## config.mk

```make
export PLATFORM = sky130hd
export DESIGN_NAME = sdw_slave
export DESIGN_NICKNAME = d
export VERILOG_FILES = /design/src/sdw_pkg.sv /design/src/sdw_slave.sv /design/src/sdw_sync.sv
export SDC_FILE = /design/constraint.sdc
export NUM_CORES = 1
export LEC_CHECK = 0
export ABC_AREA = 1
export BUFFER_PORTS_ARGS = -buffer_cell sky130_fd_sc_hd__buf_2
export CORE_UTILIZATION = 50
export DETAILED_ROUTE_END_ITERATION = 8
export PLACE_DENSITY = 0.69
export SKIP_CTS_REPAIR_TIMING = 1
export SLEW_MARGIN = 25
export SYNTH_ARGS = -nofsm -noshare
export SYNTH_HDL_FRONTEND = slang
export SYNTH_SLANG_ARGS = --single-unit
```

## constraint.sdc

```tcl
create_clock -name clk -period 1.7 [get_ports clk]
set_clock_uncertainty 0.15 [all_clocks]
set_input_delay 0.085 -clock clk [delete_from_list [all_inputs] [get_ports clk]]
set_output_delay 0.085 -clock clk [all_outputs]
set_load 0.01 [all_outputs]
```

## src/sdw_pkg.sv

```systemverilog
// shared constants and types for the two-wire write-only dac code slave
`default_nettype none
package sdw_pkg;

  // ----------------------------------------------------------------
  // bus address
  // ----------------------------------------------------------------
  localparam logic [4:0] ADDR_FIXED_HI = 5'h0b;  // upper five address bits, 01011
  localparam logic       RW_WRITE      = 1'b0;   // read/write bit value for a write

  // ----------------------------------------------------------------
  // code register
  // ----------------------------------------------------------------
  localparam int         CODE_W    = 10;
  localparam logic [9:0] CODE_MID  = 10'h200;    // mid-scale power-up code
  localparam logic [9:0] CODE_ZERO = 10'h000;    // zero-scale power-up code

  // ----------------------------------------------------------------
  // command byte fields
  // ----------------------------------------------------------------
  localparam int CMD_PD_BIT  = 7;                // shutdown request
  localparam int CMD_MSB_HI  = 1;                // code bit 9
  localparam int CMD_MSB_LO  = 0;                // code bit 8

  // ----------------------------------------------------------------
  // timing
  // ----------------------------------------------------------------
  localparam int         SYNC_STAGES = 2;        // flip-flops on each pin input
  localparam logic [1:0] INIT_LAST   = 2'h3;     // cycles after reset before straps are trusted
  localparam logic [3:0] BITS_BYTE   = 4'h8;

  // ----------------------------------------------------------------
  // transfer phases
  // ----------------------------------------------------------------
  typedef enum logic [2:0] {
    SDW_IDLE,
    SDW_ADDR,
    SDW_ACK_ADDR,
    SDW_CMD,
    SDW_ACK_CMD,
    SDW_DATA,
    SDW_ACK_DATA,
    SDW_SKIP
  } sdw_phase_e;

  // synchronised pin levels
  typedef struct packed {
    logic scl;
    logic sda;
    logic strap_hi;
    logic strap_lo;
    logic pd_n;
  } sdw_pins_s;

  // whole state of the slave
  typedef struct packed {
    logic             ready;
    logic [1:0]       init_cnt;
    sdw_phase_e       phase;
    logic [3:0]       bit_cnt;
    logic [7:0]       shift;
    logic             scl_q;
    logic             sda_q;
    logic             drive;
    logic [1:0]       staged_msb;
    logic             cmd_pd;
    logic [9:0]       code;
    logic             code_stb;
  } sdw_state_s;

  // low two address bits from the strap levels
  function automatic logic [1:0] strap_addr(input logic hi, input logic lo);
    strap_addr = {hi ^ lo, ~hi};
  endfunction : strap_addr

  // full seven-bit slave address
  function automatic logic [6:0] slave_addr(input logic hi, input logic lo);
    slave_addr = {ADDR_FIXED_HI, strap_addr(hi, lo)};
  endfunction : slave_addr

endpackage : sdw_pkg
`default_nettype wire

```

## src/sdw_slave.sv

```systemverilog
// two-wire write-only slave that loads a ten-bit dac code
// What this block does
// [RL1] receive-only slave, never drives read data
// [RL2] master opens with start, address, write bit
// [RL3] acknowledge matching address and command byte
// [RL4] stage command bits at command ack fall
// [RL5] load ten-bit code at data ack fall
// [RL6] code update never waits for stop
// [RL7] upper five address bits fixed, two strapped
// [RL8] four strap-selected addresses
// [RL9] both straps high: mid-scale power-up code
// [RL10] shutdown by pin low or command bit 7
// [RL11] shutdown keeps stored code unchanged
// [RL12] idle bus lines released high
// [RL13] ignore foreign address until next start
// [RL14] code msbs from command bits 1:0
`timescale 1ns/1ps
`default_nettype none

module sdw_slave (
  // clock and reset
  input  wire logic       clk,
  input  wire logic       srst,
  // two-wire bus, sda open drain
  input  wire logic       scl_i,
  input  wire logic       sda_i,
  output logic            sda_o,
  output logic            sda_oe,
  // strap and control pins
  input  wire logic       addr_strap_hi,
  input  wire logic       addr_strap_lo,
  input  wire logic       power_down_pin_n,
  // dac side
  output logic [9:0]      dac_code,
  output logic            dac_shutdown,
  output logic            code_loaded
);

  // ----------------------------------------------------------------
  // constant checks
  // ----------------------------------------------------------------
  // code register is two staged bits plus one data byte
  if (sdw_pkg::CODE_W != $bits(dac_code)) begin : g_bad_code_w
    $error("dac code width does not match the package");
  end
  // one flop cannot settle an asynchronous pin
  if (sdw_pkg::SYNC_STAGES < 2) begin : g_bad_sync
    $error("pin synchronisers need at least two stages");
  end

  // ----------------------------------------------------------------
  // pin synchronisers
  // ----------------------------------------------------------------
  sdw_pkg::sdw_pins_s pins_raw;
  sdw_pkg::sdw_pins_s pins;

  assign pins_raw = '{scl:      scl_i,
                      sda:      sda_i,
                      strap_hi: addr_strap_hi,
                      strap_lo: addr_strap_lo,
                      pd_n:     power_down_pin_n};

  sdw_sync #(
    .W       ($bits(sdw_pkg::sdw_pins_s)),
    .STAGES  (sdw_pkg::SYNC_STAGES),
    .RST_VAL (5'h19)                    // bus idle high, straps low, pin high
  ) u_sync (
    .clk      (clk),
    .srst     (srst),
    .async_in (pins_raw),
    .sync_out (pins)
  );

  // ----------------------------------------------------------------
  // state
  // ----------------------------------------------------------------
  sdw_pkg::sdw_state_s st;
  sdw_pkg::sdw_state_s next_st;

  logic       scl_rise;
  logic       scl_fall;
  logic       bus_start;
  logic       bus_stop;
  logic       byte_done;
  logic [6:0] my_addr;

  // bus events from the synchronised lines
  assign scl_rise  = pins.scl & ~st.scl_q;
  assign scl_fall  = ~pins.scl & st.scl_q;
  assign bus_start = pins.scl & st.scl_q & st.sda_q & ~pins.sda;
  assign bus_stop  = pins.scl & st.scl_q & ~st.sda_q & pins.sda;
  assign byte_done = scl_fall && (st.bit_cnt == sdw_pkg::BITS_BYTE);

  // [RL7] fixed high bits, strapped low bits
  // [RL8] strap levels pick one of four
  assign my_addr = sdw_pkg::slave_addr(pins.strap_hi, pins.strap_lo);

  // ----------------------------------------------------------------
  // next-state logic
  // ----------------------------------------------------------------
  always_comb begin
    next_st          = st;
    next_st.scl_q    = pins.scl;
    next_st.sda_q    = pins.sda;
    next_st.code_stb = 1'b0;

    if (!st.ready) begin
      // let the strap synchronisers settle before sampling
      next_st.init_cnt = st.init_cnt + 2'h1;
      if (st.init_cnt == sdw_pkg::INIT_LAST) begin
        next_st.ready = 1'b1;
        // [RL9] power-up code from straps
        if (pins.strap_hi && pins.strap_lo) begin
          next_st.code = sdw_pkg::CODE_MID;
        end else begin
          next_st.code = sdw_pkg::CODE_ZERO;
        end
      end
    end else if (bus_start) begin
      // [RL2] start opens address phase
      next_st.phase   = sdw_pkg::SDW_ADDR;
      next_st.bit_cnt = 4'h0;
      next_st.drive   = 1'b0;
    end else if (bus_stop) begin
      // [RL12] stop returns to idle, bus released
      next_st.phase = sdw_pkg::SDW_IDLE;
      next_st.drive = 1'b0;
    end else begin
      unique case (st.phase)
        sdw_pkg::SDW_IDLE, sdw_pkg::SDW_SKIP: begin
          next_st.drive = 1'b0;
        end
        sdw_pkg::SDW_ADDR, sdw_pkg::SDW_CMD, sdw_pkg::SDW_DATA: begin
          if (scl_rise) begin
            next_st.shift   = {st.shift[6:0], pins.sda};
            next_st.bit_cnt = st.bit_cnt + 4'h1;
          end else if (byte_done) begin
            next_st.bit_cnt = 4'h0;
            if (st.phase == sdw_pkg::SDW_ADDR) begin
              // [RL3] ack own address with write bit
              if (st.shift[7:1] == my_addr && st.shift[0] == sdw_pkg::RW_WRITE) begin
                next_st.phase = sdw_pkg::SDW_ACK_ADDR;
                next_st.drive = 1'b1;
              end else begin
                // [RL13] foreign address or read, skip
                // [RL1] reads never answered
                next_st.phase = sdw_pkg::SDW_SKIP;
              end
            end else if (st.phase == sdw_pkg::SDW_CMD) begin
              // [RL3] ack command byte
              next_st.phase = sdw_pkg::SDW_ACK_CMD;
              next_st.drive = 1'b1;
            end else begin
              next_st.phase = sdw_pkg::SDW_ACK_DATA;
              next_st.drive = 1'b1;
            end
          end
        end
        sdw_pkg::SDW_ACK_ADDR: begin
          if (scl_fall) begin
            next_st.drive = 1'b0;
            next_st.phase = sdw_pkg::SDW_CMD;
          end
        end
        sdw_pkg::SDW_ACK_CMD: begin
          if (scl_fall) begin
            next_st.drive = 1'b0;
            next_st.phase = sdw_pkg::SDW_DATA;
            // [RL4] stage command bits on ack fall
            // [RL14] msbs from bits 1:0
            next_st.staged_msb = {st.shift[sdw_pkg::CMD_MSB_HI], st.shift[sdw_pkg::CMD_MSB_LO]};
            // [RL10] latest command shutdown bit
            next_st.cmd_pd = st.shift[sdw_pkg::CMD_PD_BIT];
          end
        end
        sdw_pkg::SDW_ACK_DATA: begin
          if (scl_fall) begin
            next_st.drive    = 1'b0;
            // [RL5] load code on final ack fall
            // [RL6] no stop needed for update
            next_st.code     = {st.staged_msb, st.shift};
            next_st.code_stb = 1'b1;
            // further bytes ignored until a new start
            next_st.phase    = sdw_pkg::SDW_SKIP;
          end
        end
      endcase
    end
  end

  // ----------------------------------------------------------------
  // state register
  // ----------------------------------------------------------------
  always_ff @(posedge clk) begin
    if (srst) begin
      st <= '{ready:      1'b0,
              init_cnt:   2'h0,
              phase:      sdw_pkg::SDW_IDLE,
              bit_cnt:    4'h0,
              shift:      8'h00,
              scl_q:      1'b1,
              sda_q:      1'b1,
              drive:      1'b0,
              staged_msb: 2'h0,
              cmd_pd:     1'b0,
              code:       sdw_pkg::CODE_ZERO,
              code_stb:   1'b0};
    end else begin
      st <= next_st;
    end
  end

  // ----------------------------------------------------------------
  // outputs
  // ----------------------------------------------------------------
  // [RL1] sda only ever pulled low for acks
  assign sda_o        = 1'b0;
  assign sda_oe       = st.drive;
  // [RL11] code held through shutdown
  assign dac_code     = st.code;
  // [RL10] pin low or command bit forces shutdown
  assign dac_shutdown = st.cmd_pd | ~pins.pd_n;
  assign code_loaded  = st.code_stb;

endmodule : sdw_slave
`default_nettype wire

```

## src/sdw_sync.sv

```systemverilog
// multi-stage synchroniser for asynchronous pin levels
`timescale 1ns/1ps
`default_nettype none

module sdw_sync #(
  parameter int         W       = 1,
  parameter int         STAGES  = 2,
  parameter logic [W-1:0] RST_VAL = '0
) (
  // clock and reset
  input  wire logic         clk,
  input  wire logic         srst,
  // pin side
  input  wire logic [W-1:0] async_in,
  // clocked side
  output logic      [W-1:0] sync_out
);

  // ----------------------------------------------------------------
  // parameter check
  // ----------------------------------------------------------------
  if (STAGES < 2) begin : g_bad_stages
    $error("sdw_sync needs at least two stages");
  end

  logic [STAGES-1:0][W-1:0] chain;

  // shift chain, first stage feeds only the second
  always_ff @(posedge clk) begin
    if (srst) begin
      chain <= {STAGES{RST_VAL}};
    end else begin
      chain <= {chain[STAGES-2:0], async_in};
    end
  end

  assign sync_out = chain[STAGES-1];

endmodule : sdw_sync
`default_nettype wire

```

* Word level (Yosys, flattened, before mapping)
Index checks and enable logic that the tools add are counted.
** Storage, ports and cells
- Logic and storage cells :: 109
- Bits of input ports :: 7
- Output and inout bits :: 14
- Flip-flop bits (word level) :: 45
** Cells by class
- Bitwise operators :: 20
- Multiplexer cells :: 33
- Add/subtract/negate cells :: 2
- Reductions and logical operators :: 18
- Equality and inequality tests :: 22
** Operators by type and width (number)
- two-way mux 11 bit :: 4
- two-way mux 10 bit :: 3
- two-way mux 12 bit :: 2
- two-way mux 3 bit :: 8
- inequality test 4 bit, second input constant :: 5
- AND reduction 5 bit :: 3
- two-way mux 7 bit :: 2
- == test 3 bit, second input constant :: 4
- one-hot mux 3 bit (4 select lines) :: 1
- NOT 1 bit :: 11
- two-way mux 1 bit :: 8
- two-way mux 4 bit :: 2
- two-way mux 8 bit :: 1
- AND 1 bit :: 7
- == test 7 x 6 -> 1 bit :: 1
- AND reduction 7 bit :: 1
- == test 3 x 2 -> 1 bit, second input constant :: 2
- inequality test 2 bit, second input constant :: 3
- AND reduction 6 bit :: 1
- nonzero test 6 bit :: 1
- inequality test 5 bit, second input constant :: 1
- OR reduction 5 bit :: 1
- adder 4 x 1 -> 4 bit, second input constant :: 1
- == test 4 bit, second input constant :: 1
- 16 further kinds :: 21

* Depth between registers and ports, before layout
Gate-level depths: netlist (run 1).
- Word-level depth :: 10
- Gate-level depth with buffers :: 11
- Depth with buffers taken out :: 11

* Cells and area by module
Synthesis (run 1) repeated with hierarchy kept, for this count alone.
** Unflattened totals
- Cell total of the unflattened synthesis :: 292
- Area total of the unflattened synthesis :: 2130.8 µm²
** By module, submodules not included
- sdw_slave :: cells each 256, area an instance 1811.7 µm², sequential area each 700.7 µm², instances 1
- sdw_sync :: cells each 36, area an instance 319.1 µm², sequential area each 200.2 µm², instances 1

* Worst setup path after synthesis (run 1)
Ideal clock, no wire load.
- Path type :: reg-to-reg
- Start :: reg u_sync.chain (netlist bit u_sync.sync_out[2])
- End :: reg st[29] in the netlist's numbering
- Buffers on the path :: 0
- Stages on the path, launching flop included :: 12
- Clock period less this slack :: 1.432 ns
- Slack :: 0.268 ns
- Library setup time :: 0.113 ns
- Data required time :: 1.437 ns
- Data arrival time :: 1.169 ns
- Cell sequence :: dfxtp_1 -> ha_1 -> nand2_1 -> nand2_1 -> nor2_1 -> nand2_1 -> nand2_1 -> nand2_1 -> nand2_1 -> nand2_1 -> nor2_1 -> nor2_1
** On the way
- Longest elaborated chain between the ends :: 10
- Elaborated cells between the ends (all ways) :: 11
- Those cells by class :: eq/ne (1); mux (7); bitwise (2); reduce/logical (1)
** RTL lines
- start, declared :: line sdw_sync.sv:26 : logic [STAGES-1:0][W-1:0] chain;
- start signal, assigned :: line sdw_sync.sv:31 : chain <= {STAGES{RST_VAL}};
- start signal, assigned :: line sdw_sync.sv:33 : chain <= {chain[STAGES-2:0], async_in};
- XOR 1 bit / NOT 1 bit (equally long branches) :: line sdw_pkg.sv:73 : strap_addr = {hi ^ lo, ~hi};
- == test 7 x 6 -> 1 bit * :: line sdw_slave.sv:141 : if (st.shift[7:1] == my_addr && st.shift[0] == sdw_pkg::RW_WRITE) begin
- logical AND 1 bit * :: line sdw_slave.sv:141
- two-way mux 3 bit * :: line sdw_slave.sv:141
- two-way mux 3 bit * :: line sdw_slave.sv:139 : if (st.phase == sdw_pkg::SDW_ADDR) begin
- two-way mux 7 bit * :: line sdw_slave.sv:137 : end else if (byte_done) begin
- two-way mux 3 bit * :: line sdw_slave.sv:134 : if (scl_rise) begin
- one-hot mux 3 bit (4 select lines) * :: line sdw_slave.sv:129 : unique case (st.phase)
- two-way mux 3 bit * :: line sdw_slave.sv:124 : end else if (bus_stop) begin
- two-way mux 7 bit * :: line sdw_slave.sv:119 : end else if (bus_start) begin
- end signal, assigned :: line sdw_slave.sv:196 : st <= '{ready: 1'b0,
- end signal, assigned :: line sdw_slave.sv:209 : st <= next_st;
- end, declared :: line sdw_slave.sv:77 : sdw_pkg::sdw_state_s st;
Mark *: on every way between the ends. The rest lies on a longest branch, timed or not. The select of a mux whose other input is x is not followed.
A chain may end at the register's enable or synchronous reset.

* Worst setup path after layout (run 1)
- Start :: reg st[25] in the netlist's numbering
- End :: reg st (netlist bit sda_oe)
** On the way
- Longest elaborated chain between the ends :: 4
** RTL lines
- == test 4 bit :: line sdw_slave.sv:92 : assign byte_done = scl_fall && (st.bit_cnt == sdw_pkg::BITS_BYTE);
- logical AND 1 bit :: line sdw_slave.sv:92
- inequality test 4 bit (no line)
- AND reduction 6 bit (no line)
No other way between the ends.

==> flow_metrics.py, run 1 <==
metrics = {
    "die": {
        "core-area_sq_mm": 0.003799,
        "io_pins": 21,
        "die_w_microns": 65.93,
        "die_h_microns": 65.93,
        "rows": 22,
        "dieArea_sq_mm": 0.004346,
        "initial_core_util_pct": 53.79,
    },
    "yosys": {
        "synth_fp_nets": 282,
        "syn_area_sq_mm": 0.002043,
        "synth_top_cell_by_area": "dfxtp_1",
        "syn_inst": 271,
        "syn_area_per_cell_sq_um": 7.540,
        "synth-seq-area-share_pct": 44.09,
        "yosysUniqueCellTypes": 30,
        "yosys_warnings": 0,
        "yosysTopAreaCellShare_pct": 44.09,
        "yosys-top-cells-area": "dfxtp_1 (44%), nand2_1 (10%), a21oi_1 (7.1%)",
        "ys_ff_latch": 45,
    },
    "drt": {
        "firstDrtPassIters": 5,
        "routedWlPerCell_microns": 11.00,
        "vias": 1607,
        "avgViaCountPerCell": 4.726,
        "drt-total-wl_microns": 3739,
        "drc": 0,
        "antenna_left": 0,
        "drt_iter0_drc": 110,
    },
    "clock_tree": {
        "cts_tree": "done",
        "clkTransAtPathRegs_ns": 0.08,
        "clock-sinks": 45,
        "clock_latency_ns": 0.30,
        "numCtsBuffers": 5,
        "htree_levels": 2,
        "cts_root_buffer": "clkbuf_8",
        "clk_path_buf_depth": 2,
    },
    "setup_path": {
        "cp-startpoint": "st[25]",
        "r2r-start": "st[25]",
        "endpoint": "sda_oe",
        "rr_endpoint": "sda_oe",
        "r2r_cells": 10,
        "crit_arrival_ns": 1.61,
        "end_kind": "register",
        "worst_ep_required_time_ns": 1.74,
        "cp_max_fo": 4,
        "setup.worst_path.class": "register to register",
        "rrSetupSlack_ns": 0.13,
        "start_kind": "register",
    },
    "grt": {
        "grt_pass1_wl_microns": 6458,
        "grt.overflow.total": 0,
        "antenna_found_initial": 0,
        "grt_max_degree": 31,
        "gr-usage-all-layers_pct": 19.63,
        "grt_pass1_vias": 1500,
    },
    "pwr": {
        "vdd_drop_max_v": 0.0006500,
        "p_leak_nw": 1.056,
        "total_power_mw": 2.131,
        "power_density_mw_per_mm2": 908.2,
    },
    "layout": {
        "nets": 302,
        "most-common-layout-cells": "nand2_1 (54), dfxtp_1 (38), nor2_1 (31), a21oi_1 (29), inv_1 (26)",
        "drive_gt1_share_pct": 27.05,
        "final_common_cell": "nand2_1",
        "n_fill_cell": 367,
        "areaGrowthSynthToFinish_pct": 14.82,
        "antennaDiodeCount": 0,
        "final_area_sq_mm": 0.002346,
    },
    "place": {
        "pre_cts_ws_ns": 0.1145,
        "place_area_sq_mm": 0.002101,
        "gp_congestion": 0.8156,
        "hpwl_microns": 2485,
        "numPortBuffers": 19,
    },
    "min_path": {
        "min_from": "srst",
        "hold_class": "primary input to register",
    },
    "sta": {
        "hold_violations": 0,
        "final-max-slew-violation-count": 0,
        "period_minus_slack_ns": 1.566,
        "fin_crit_sh_pct": 92.13,
        "fin_ws_ns": 0.1337,
        "clock.fmax_mhz": 638.5,
        "setup_violations": 0,
    },
    "outcome": {
        "status": "complete, no violations",
    },
    "flow_run": {
        "drv_cap": 0,
    },
}
## Yosys cell counts, drive strengths merged
| cell type | count |
|---|---|
| a31oi | 1 |
| nand3 | 9 |
| dfxtp | 45 |
| nand2 | 63 |
| o21ai | 12 |
| xor2 | 1 |
| or2 | 7 |
| inv | 32 |
| nand4 | 1 |
| ha | 4 |
| a22oi | 1 |
| nor4 | 1 |
| a21oi | 30 |
| buf | 15 |
| nand3b | 2 |
| conb | 1 |
| clkbuf | 3 |
| nor2 | 37 |
| nor3 | 6 |
## critical path, cell delays in order (launching register included)
cell and delay [ns]:
dfxtp_4 0.36, inv_2 0.05, ha_2 0.16, nand3_2 0.07
nor2_4 0.13, nor2_2 0.06, a21oi_4 0.18, buf_4 0.14
nand3_1 0.07, nand2_1 0.06, nor2_1 0.04
## report_power, final
group          internal (mW)  leakage [nW]  switching (mW)
sequential              1.08         0.368          0.0188
combinational         0.0673         0.625           0.106
clock                  0.488        0.0633           0.369
total                   1.64          1.06           0.493
## final cells by class
class | count | area [sq um] | share of cell area, %
Timing Repair Buffer | 31 | 197.7 | 8.427
Clock inverter | 2 | 41.29 | 1.760
Inverter | 32 | 120.1 | 5.120
Sequential cell | 45 | 914.6 | 38.99
Multi-Input combinational cell | 176 | 929.6 | 39.63
Tap cell | 48 | 60.06 | 2.560
Clock buffer | 6 | 82.58 | 3.520
## stage by stage
step / util, % / TNS (ns) / std cells / hold slack (ns)
finish: 61.76 / 0 / 340 / 0.08890
global route: 61.76 / -0.01873 / 340 / 0.09932
detailed placement: 55.30 / 0 / 324 / 0.1218
CTS: 58.56 / 0 / 332 / -0.1945
floorplan: - / 0 / 271 / 0.03881
global placement: 55.30 / 0 / 324 / 0.1177
## cell families (layout without fill, tap and decap cells)
kind of cell    Yosys count  after routing  synth area share (%)
simple gates            126            126                 29.03
other cells               1              1                0.1835
fa+ha+maj                 4              4                 2.450
xor+xnor                  1              1                0.4287
flops                    45             45                 44.09
buf+inv                  50             71                 12.12
compound gates           44             44                 11.70
## metal layers
layer / GRT usage (%) / share of wire (%) / wire length [microns]
met1: 23.59 / 51 / 1892
met2: 32.78 / 45 / 1672
met3: 5.690 / 3.0 / 114
met4: 7.337 / 1.6 / 59
met5: 0 / 0 / 0
## sequential cells by signal, indices dropped and copies added (netlist names)
| name | cells |
|---|---|
| st | 23 |
| u_sync.chain | 5 |
| dac_code | 10 |
| u_sync.sync_out | 5 |
| code_loaded | 1 |
| sda_oe | 1 |
## how the worst min path moves through the flow
stage,endpoint,slack (ns),cells after the start
floorplan,u_sync.chain[0],0.04,1
global placement,u_sync.chain[4],0.12,2
detailed placement,u_sync.chain[0],0.12,2
CTS,u_sync.chain[0],-0.19,2
global route,st[16],0.1,3
finish,st[16],0.09,3
Power figures use the tool's default switching activity.
==> run 2: changes to the inputs <==
CORE_ASPECT_RATIO = 0.5   (was not set)
CTS_CLUSTER_SIZE = 25   (was not set)
==> run 2 against run 1 <==
Design area shrank 3.0%. Hold slack improved by 0.0025 ns. Critical path depth rose by 1. Sequential power is essentially flat. Final cell count unchanged. Non-clock buffer count decreased by 3. Register-to-register slack about the same. Maximum frequency increased by 0.29%. Critical endpoint unchanged. Largest cell class is now registers.
==> flow_metrics.py, run 2 (synthesized netlist as in run 1, its figures left out) <==
metrics = {
    "grt": {
        "grt_max_degree": 31,
        "grt.overflow.total": 0,
        "antenna_found_initial": 0,
        "gr-usage-all-layers_pct": 18.54,
        "grt_pass1_wl_microns": 6127,
        "grt_pass1_vias": 1371,
    },
    "clock_tree": {
        "cts_root_buffer": "clkbuf_8",
        "clkTransAtPathRegs_ns": 0.09,
        "htree_levels": 2,
        "clk_path_buf_depth": 2,
        "cts_tree": "done",
        "clock_latency_ns": 0.30,
        "numCtsBuffers": 5,
        "clock-sinks": 45,
    },
    "drt": {
        "drt-total-wl_microns": 3732,
        "antenna_left": 0,
        "drc": 0,
        "vias": 1650,
        "drt_iter0_drc": 61,
        "avgViaCountPerCell": 4.853,
        "routedWlPerCell_microns": 10.98,
        "firstDrtPassIters": 4,
    },
    "setup_path": {
        "setup.worst_path.class": "register to register",
        "r2r-start": "u_sync.sync_out[2]",
        "crit_arrival_ns": 1.60,
        "cp_max_fo": 3,
        "worst_ep_required_time_ns": 1.74,
        "r2r_cells": 11,
        "rr_endpoint": "sda_oe",
        "start_kind": "register",
        "end_kind": "register",
        "rrSetupSlack_ns": 0.14,
    },
    "place": {
        "numPortBuffers": 19,
        "dp.cells": 327,
        "hpwl_microns": 2625,
        "gp_congestion": 0.8657,
        "place_area_sq_mm": 0.002105,
    },
    "pwr": {
        "vdd_drop_max_v": 0.0004785,
        "power_density_mw_per_mm2": 920.9,
        "p_leak_nw": 1.038,
    },
    "die": {
        "dieArea_sq_mm": 0.004362,
        "io_pins": 21,
        "die_h_microns": 47.20,
        "initial_core_util_pct": 55.83,
        "die_w_microns": 92.41,
        "core-area_sq_mm": 0.003660,
        "rows": 15,
    },
    "layout": {
        "drive_gt1_share_pct": 21.11,
        "largest-register": "st",
        "antennaDiodeCount": 0,
        "largest_register_ffs": 23,
        "fin_cells": 340,
        "areaGrowthSynthToFinish_pct": 11.39,
        "final_common_cell": "nand2_1",
        "nets": 299,
        "most-common-layout-cells": "nand2_1 (55), dfxtp_1 (45), nor2_1 (33), a21oi_1 (29), inv_1 (28)",
        "final_area_sq_mm": 0.002276,
        "fin_util_pct": 62.19,
    },
    "outcome": {
        "status": "complete, no violations",
    },
    "sta": {
        "fin_crit_sh_pct": 91.87,
        "setup_tns_ns": 0,
        "holdWs_ns": 0.09142,
        "clock.fmax_mhz": 640.3,
        "setup_violations": 0,
        "final-max-slew-violation-count": 0,
        "rsz0062_at_grt": "false",
        "period_minus_slack_ns": 1.562,
        "hold_violations": 0,
    },
    "min_path": {
        "holdPathStages": 3,
        "hold_class": "primary input to register",
        "min_from": "srst",
        "hold-path-endpoint": "st[16]",
    },
    "flow_run": {
        "drv_cap": 0,
    },
}
## run 2: changes by cell type in the layout (fill, tap and decap cells not counted), sizes merged
cell / before / now
clkbuf: 6 / 5
buf: 26 / 23
clkinv: 0 / 1
## run 2: worst max-delay path: stages (launching register included)
cell,delay (ns)
dfxtp_1,0.33
ha_1,0.29
nand2_1,0.07
nand2_1,0.05
nor2_2,0.10
nand2_1,0.06
nand2_1,0.08
nand2_1,0.06
nand2_1,0.08
nand3_1,0.07
nand2_1,0.06
nor2_1,0.05
## run 2: where the power goes
part / switching, mW / internal (mW)
Clock: 0.376 / 0.450
Sequential: 0.0190 / 1.08
Combinational: 0.104 / 0.0623
Total: 0.499 / 1.60
## run 2: routing by layer
layer  vias to the layer above  track usage (%)  wire length [microns]
met5                         -                0                      0
met4                         0            5.625                     33
met3                         5            5.340                    122
met2                        18            29.78                   1649
met1                       759            24.85                   1927
li1                        868                -                      -
## run 2: cell type report
type                            count  area (sq um)
Fill cell                         337          1384
Sequential cell                    45         900.9
Multi-Input combinational cell    176         897.1
Timing Repair Buffer               28         175.2
Inverter                           32         120.1
Clock buffer                        5         68.82
Tap cell                           51         63.81
Clock inverter                      3         50.05
## run 2: worst max path at each step
stage | start | end | slack (ns) | depth (start not counted)
2_1_floorplan | u_sync.sync_out[2] | st[29] | 0.27 | 11
3_3_place_gp | u_sync.sync_out[2] | sda_oe | 0.18 | 11
3_5_place_dp | u_sync.sync_out[2] | sda_oe | 0.11 | 11
4_1_cts | u_sync.sync_out[1] | sda_oe | 0.09 | 11
5_1_grt | u_sync.sync_out[3] | st[30] | 0.009 | 9
6_report | u_sync.sync_out[2] | sda_oe | 0.14 | 11
## run 2: metrics by stage
| stage | setup WS (ns) | total power [mW] |
|---|---|---|
| 2_1_floorplan | 0.2683 | 1.247 |
| 3_3_place_gp | 0.1784 | 1.278 |
| 3_5_place_dp | 0.1095 | 1.286 |
| 4_1_cts | 0.08816 | 2.111 |
| 5_1_grt | 0.008756 | 2.182 |
| 6_report | 0.1383 | 2.096 |
==> run 3: changes to the inputs <==
CORE_UTILIZATION = 45   (was 50)
PLACE_DENSITY = not set   (was 0.69)
==> run 3 against run 2 <==
Maximum frequency fell by 0.41%. Core utilization fell by 5.4 points. Sequential power barely moved. Routed wire length rose by 4.8%. Design area rose by 2.9%. Final cell count rose by 2.4%. First-iteration DRC count rose by 1.6%. Global-route usage fell by 0.38 points. Critical path type unchanged. Critical endpoint unchanged. Largest cell class is now multi-input gates. Largest power group unchanged.
==> flow_metrics.py, run 3 (synthesized netlist as in run 1, its figures left out) <==
metrics = {
    "outcome": {
        "status": "complete, no violations",
    },
    "die": {
        "rows": 16,
        "core-area_sq_mm": 0.004124,
        "io_pins": 21,
        "die_w_microns": 97.30,
        "dieArea_sq_mm": 0.004830,
        "die_h_microns": 49.65,
        "initial_core_util_pct": 49.54,
    },
    "flow_run": {
        "drv_cap": 0,
    },
    "layout": {
        "largest_register_ffs": 23,
        "largest-register": "st",
        "antennaDiodeCount": 0,
        "nets": 305,
        "multi_input_area_sq_um": 938.4,
        "final_area_sq_mm": 0.002341,
        "areaGrowthSynthToFinish_pct": 14.57,
        "regArea_sq_um": 909.6,
        "drive_gt1_share_pct": 27.21,
        "fin_cells": 348,
        "most-common-layout-cells": "nand2_1 (53), dfxtp_1 (40), nor2_1 (31), a21oi_1 (28), inv_1 (26)",
        "n_fill_cell": 388,
        "final_common_cell": "nand2_1",
    },
    "setup_path": {
        "cp_max_fo": 2,
        "cpPeakStageDelay_ns": 0.33,
        "start_kind": "register",
        "rrSetupSlack_ns": 0.13,
        "crit_arrival_ns": 1.62,
        "crit_slowest_cell": "dfxtp_2",
        "crit_path_cell_trace": "ha_1 -> nand2_1 -> nand2_1 -> nor2_2 -> nand2_1 -> nand2_1 -> nand2_1 -> nand2_2 -> nand3_1 -> nand2_1 -> nor2_1",
        "setup.worst_path.class": "register to register",
        "crit_top_cell": "nand2_1",
        "worst_ep_required_time_ns": 1.75,
        "end_kind": "register",
    },
    "clock_tree": {
        "clock_latency_ns": 0.30,
        "cts_root_buffer": "clkbuf_8",
        "clkTransAtPathRegs_ns": 0.08,
        "htree_levels": 2,
        "clk_path_buf_depth": 2,
        "cts_tree": "done",
        "numCtsBuffers": 5,
        "clock-sinks": 45,
    },
    "pwr": {
        "power_density_mw_per_mm2": 827.9,
        "p_leak_nw": 1.052,
        "vdd_drop_max_v": 0.0003976,
        "total_power_mw": 1.938,
    },
    "grt": {
        "met1_usage_pct": 24.60,
        "grt_pass1_wl_microns": 6789,
        "gr-usage-all-layers_pct": 18.16,
        "grt_busiest_layer": "met2",
        "use_met3_pct": 4.681,
        "grt_max_degree": 31,
        "grt_pass1_vias": 1454,
        "grt.met2_usage_pct": 27.93,
        "antenna_found_initial": 0,
        "grt.overflow.total": 0,
    },
    "place": {
        "dp.cells": 330,
        "numPortBuffers": 19,
        "gp_congestion": 0.8492,
        "place_area_sq_mm": 0.002108,
        "hpwl_microns": 2690,
    },
    "sta": {
        "setup_violations": 0,
        "fin_crit_sh_pct": 92.24,
        "hold_violations": 0,
        "setup_tns_ns": 0,
        "holdWs_ns": 0.06885,
        "final-max-slew-violation-count": 0,
        "clock.fmax_mhz": 637.7,
        "period_minus_slack_ns": 1.568,
    },
    "drt": {
        "drc": 0,
        "avgViaCountPerCell": 4.724,
        "antenna_left": 0,
        "firstDrtPassIters": 4,
        "vias": 1644,
        "drt-total-wl_microns": 3912,
        "routedWlPerCell_microns": 11.24,
        "drt_iter0_drc": 62,
    },
    "min_path": {
        "hold_class": "primary input to register",
    },
}
run 3: worst paths after layout:
| path | to | startpoint | cells past startpoint |
|---|---|---|---|
| worst max-delay path | sda_oe | u_sync.sync_out[1] | 11 |
| worst min-delay path | st[16] | srst | 3 |
| worst max register to register | sda_oe | u_sync.sync_out[1] | 11 |
| worst min register to register | u_sync.sync_out[2] | u_sync.chain[2] | 2 |
run 3: report_power, final:
part | switching, mW | internal [mW]
Clock | 0.379 | 0.284
Sequential | 0.0182 | 1.08
Combinational | 0.107 | 0.0668
Total | 0.504 | 1.43
run 3: routing by layer:
metal / vias to the layer above / part of all wire, %
met5: - / 0
met4: 0 / 1.8
met3: 10 / 3.4
met2: 25 / 43
met1: 729 / 52
li1: 880 / -
run 3: layout make-up:
class	instances	area share [%]
Tap cell	54	2.886
Multi-Input combinational cell	176	40.09
Inverter	32	5.131
Sequential cell	45	38.86
Clock buffer	5	2.940
Clock inverter	2	0.6948
Timing Repair Buffer	34	9.407
run 3: stage by stage:
| step | worst slack [ns] | util [%] |
|---|---|---|
| finish | 0.1318 | 56.77 |
| global route | -0.005630 | 56.77 |
| CTS | 0.03903 | 53.19 |
| detailed placement | 0.06558 | 51.12 |
| global placement | 0.1020 | 51.12 |
| floorplan | 0.2683 | - |
run 3: worst max-delay path: cells and delay by family (launching register included):
family	cells	cell delay, ns
AND/OR/NAND/NOR	10	0.69
flip-flops	1	0.33
adder cells (fa/ha/maj)	1	0.30
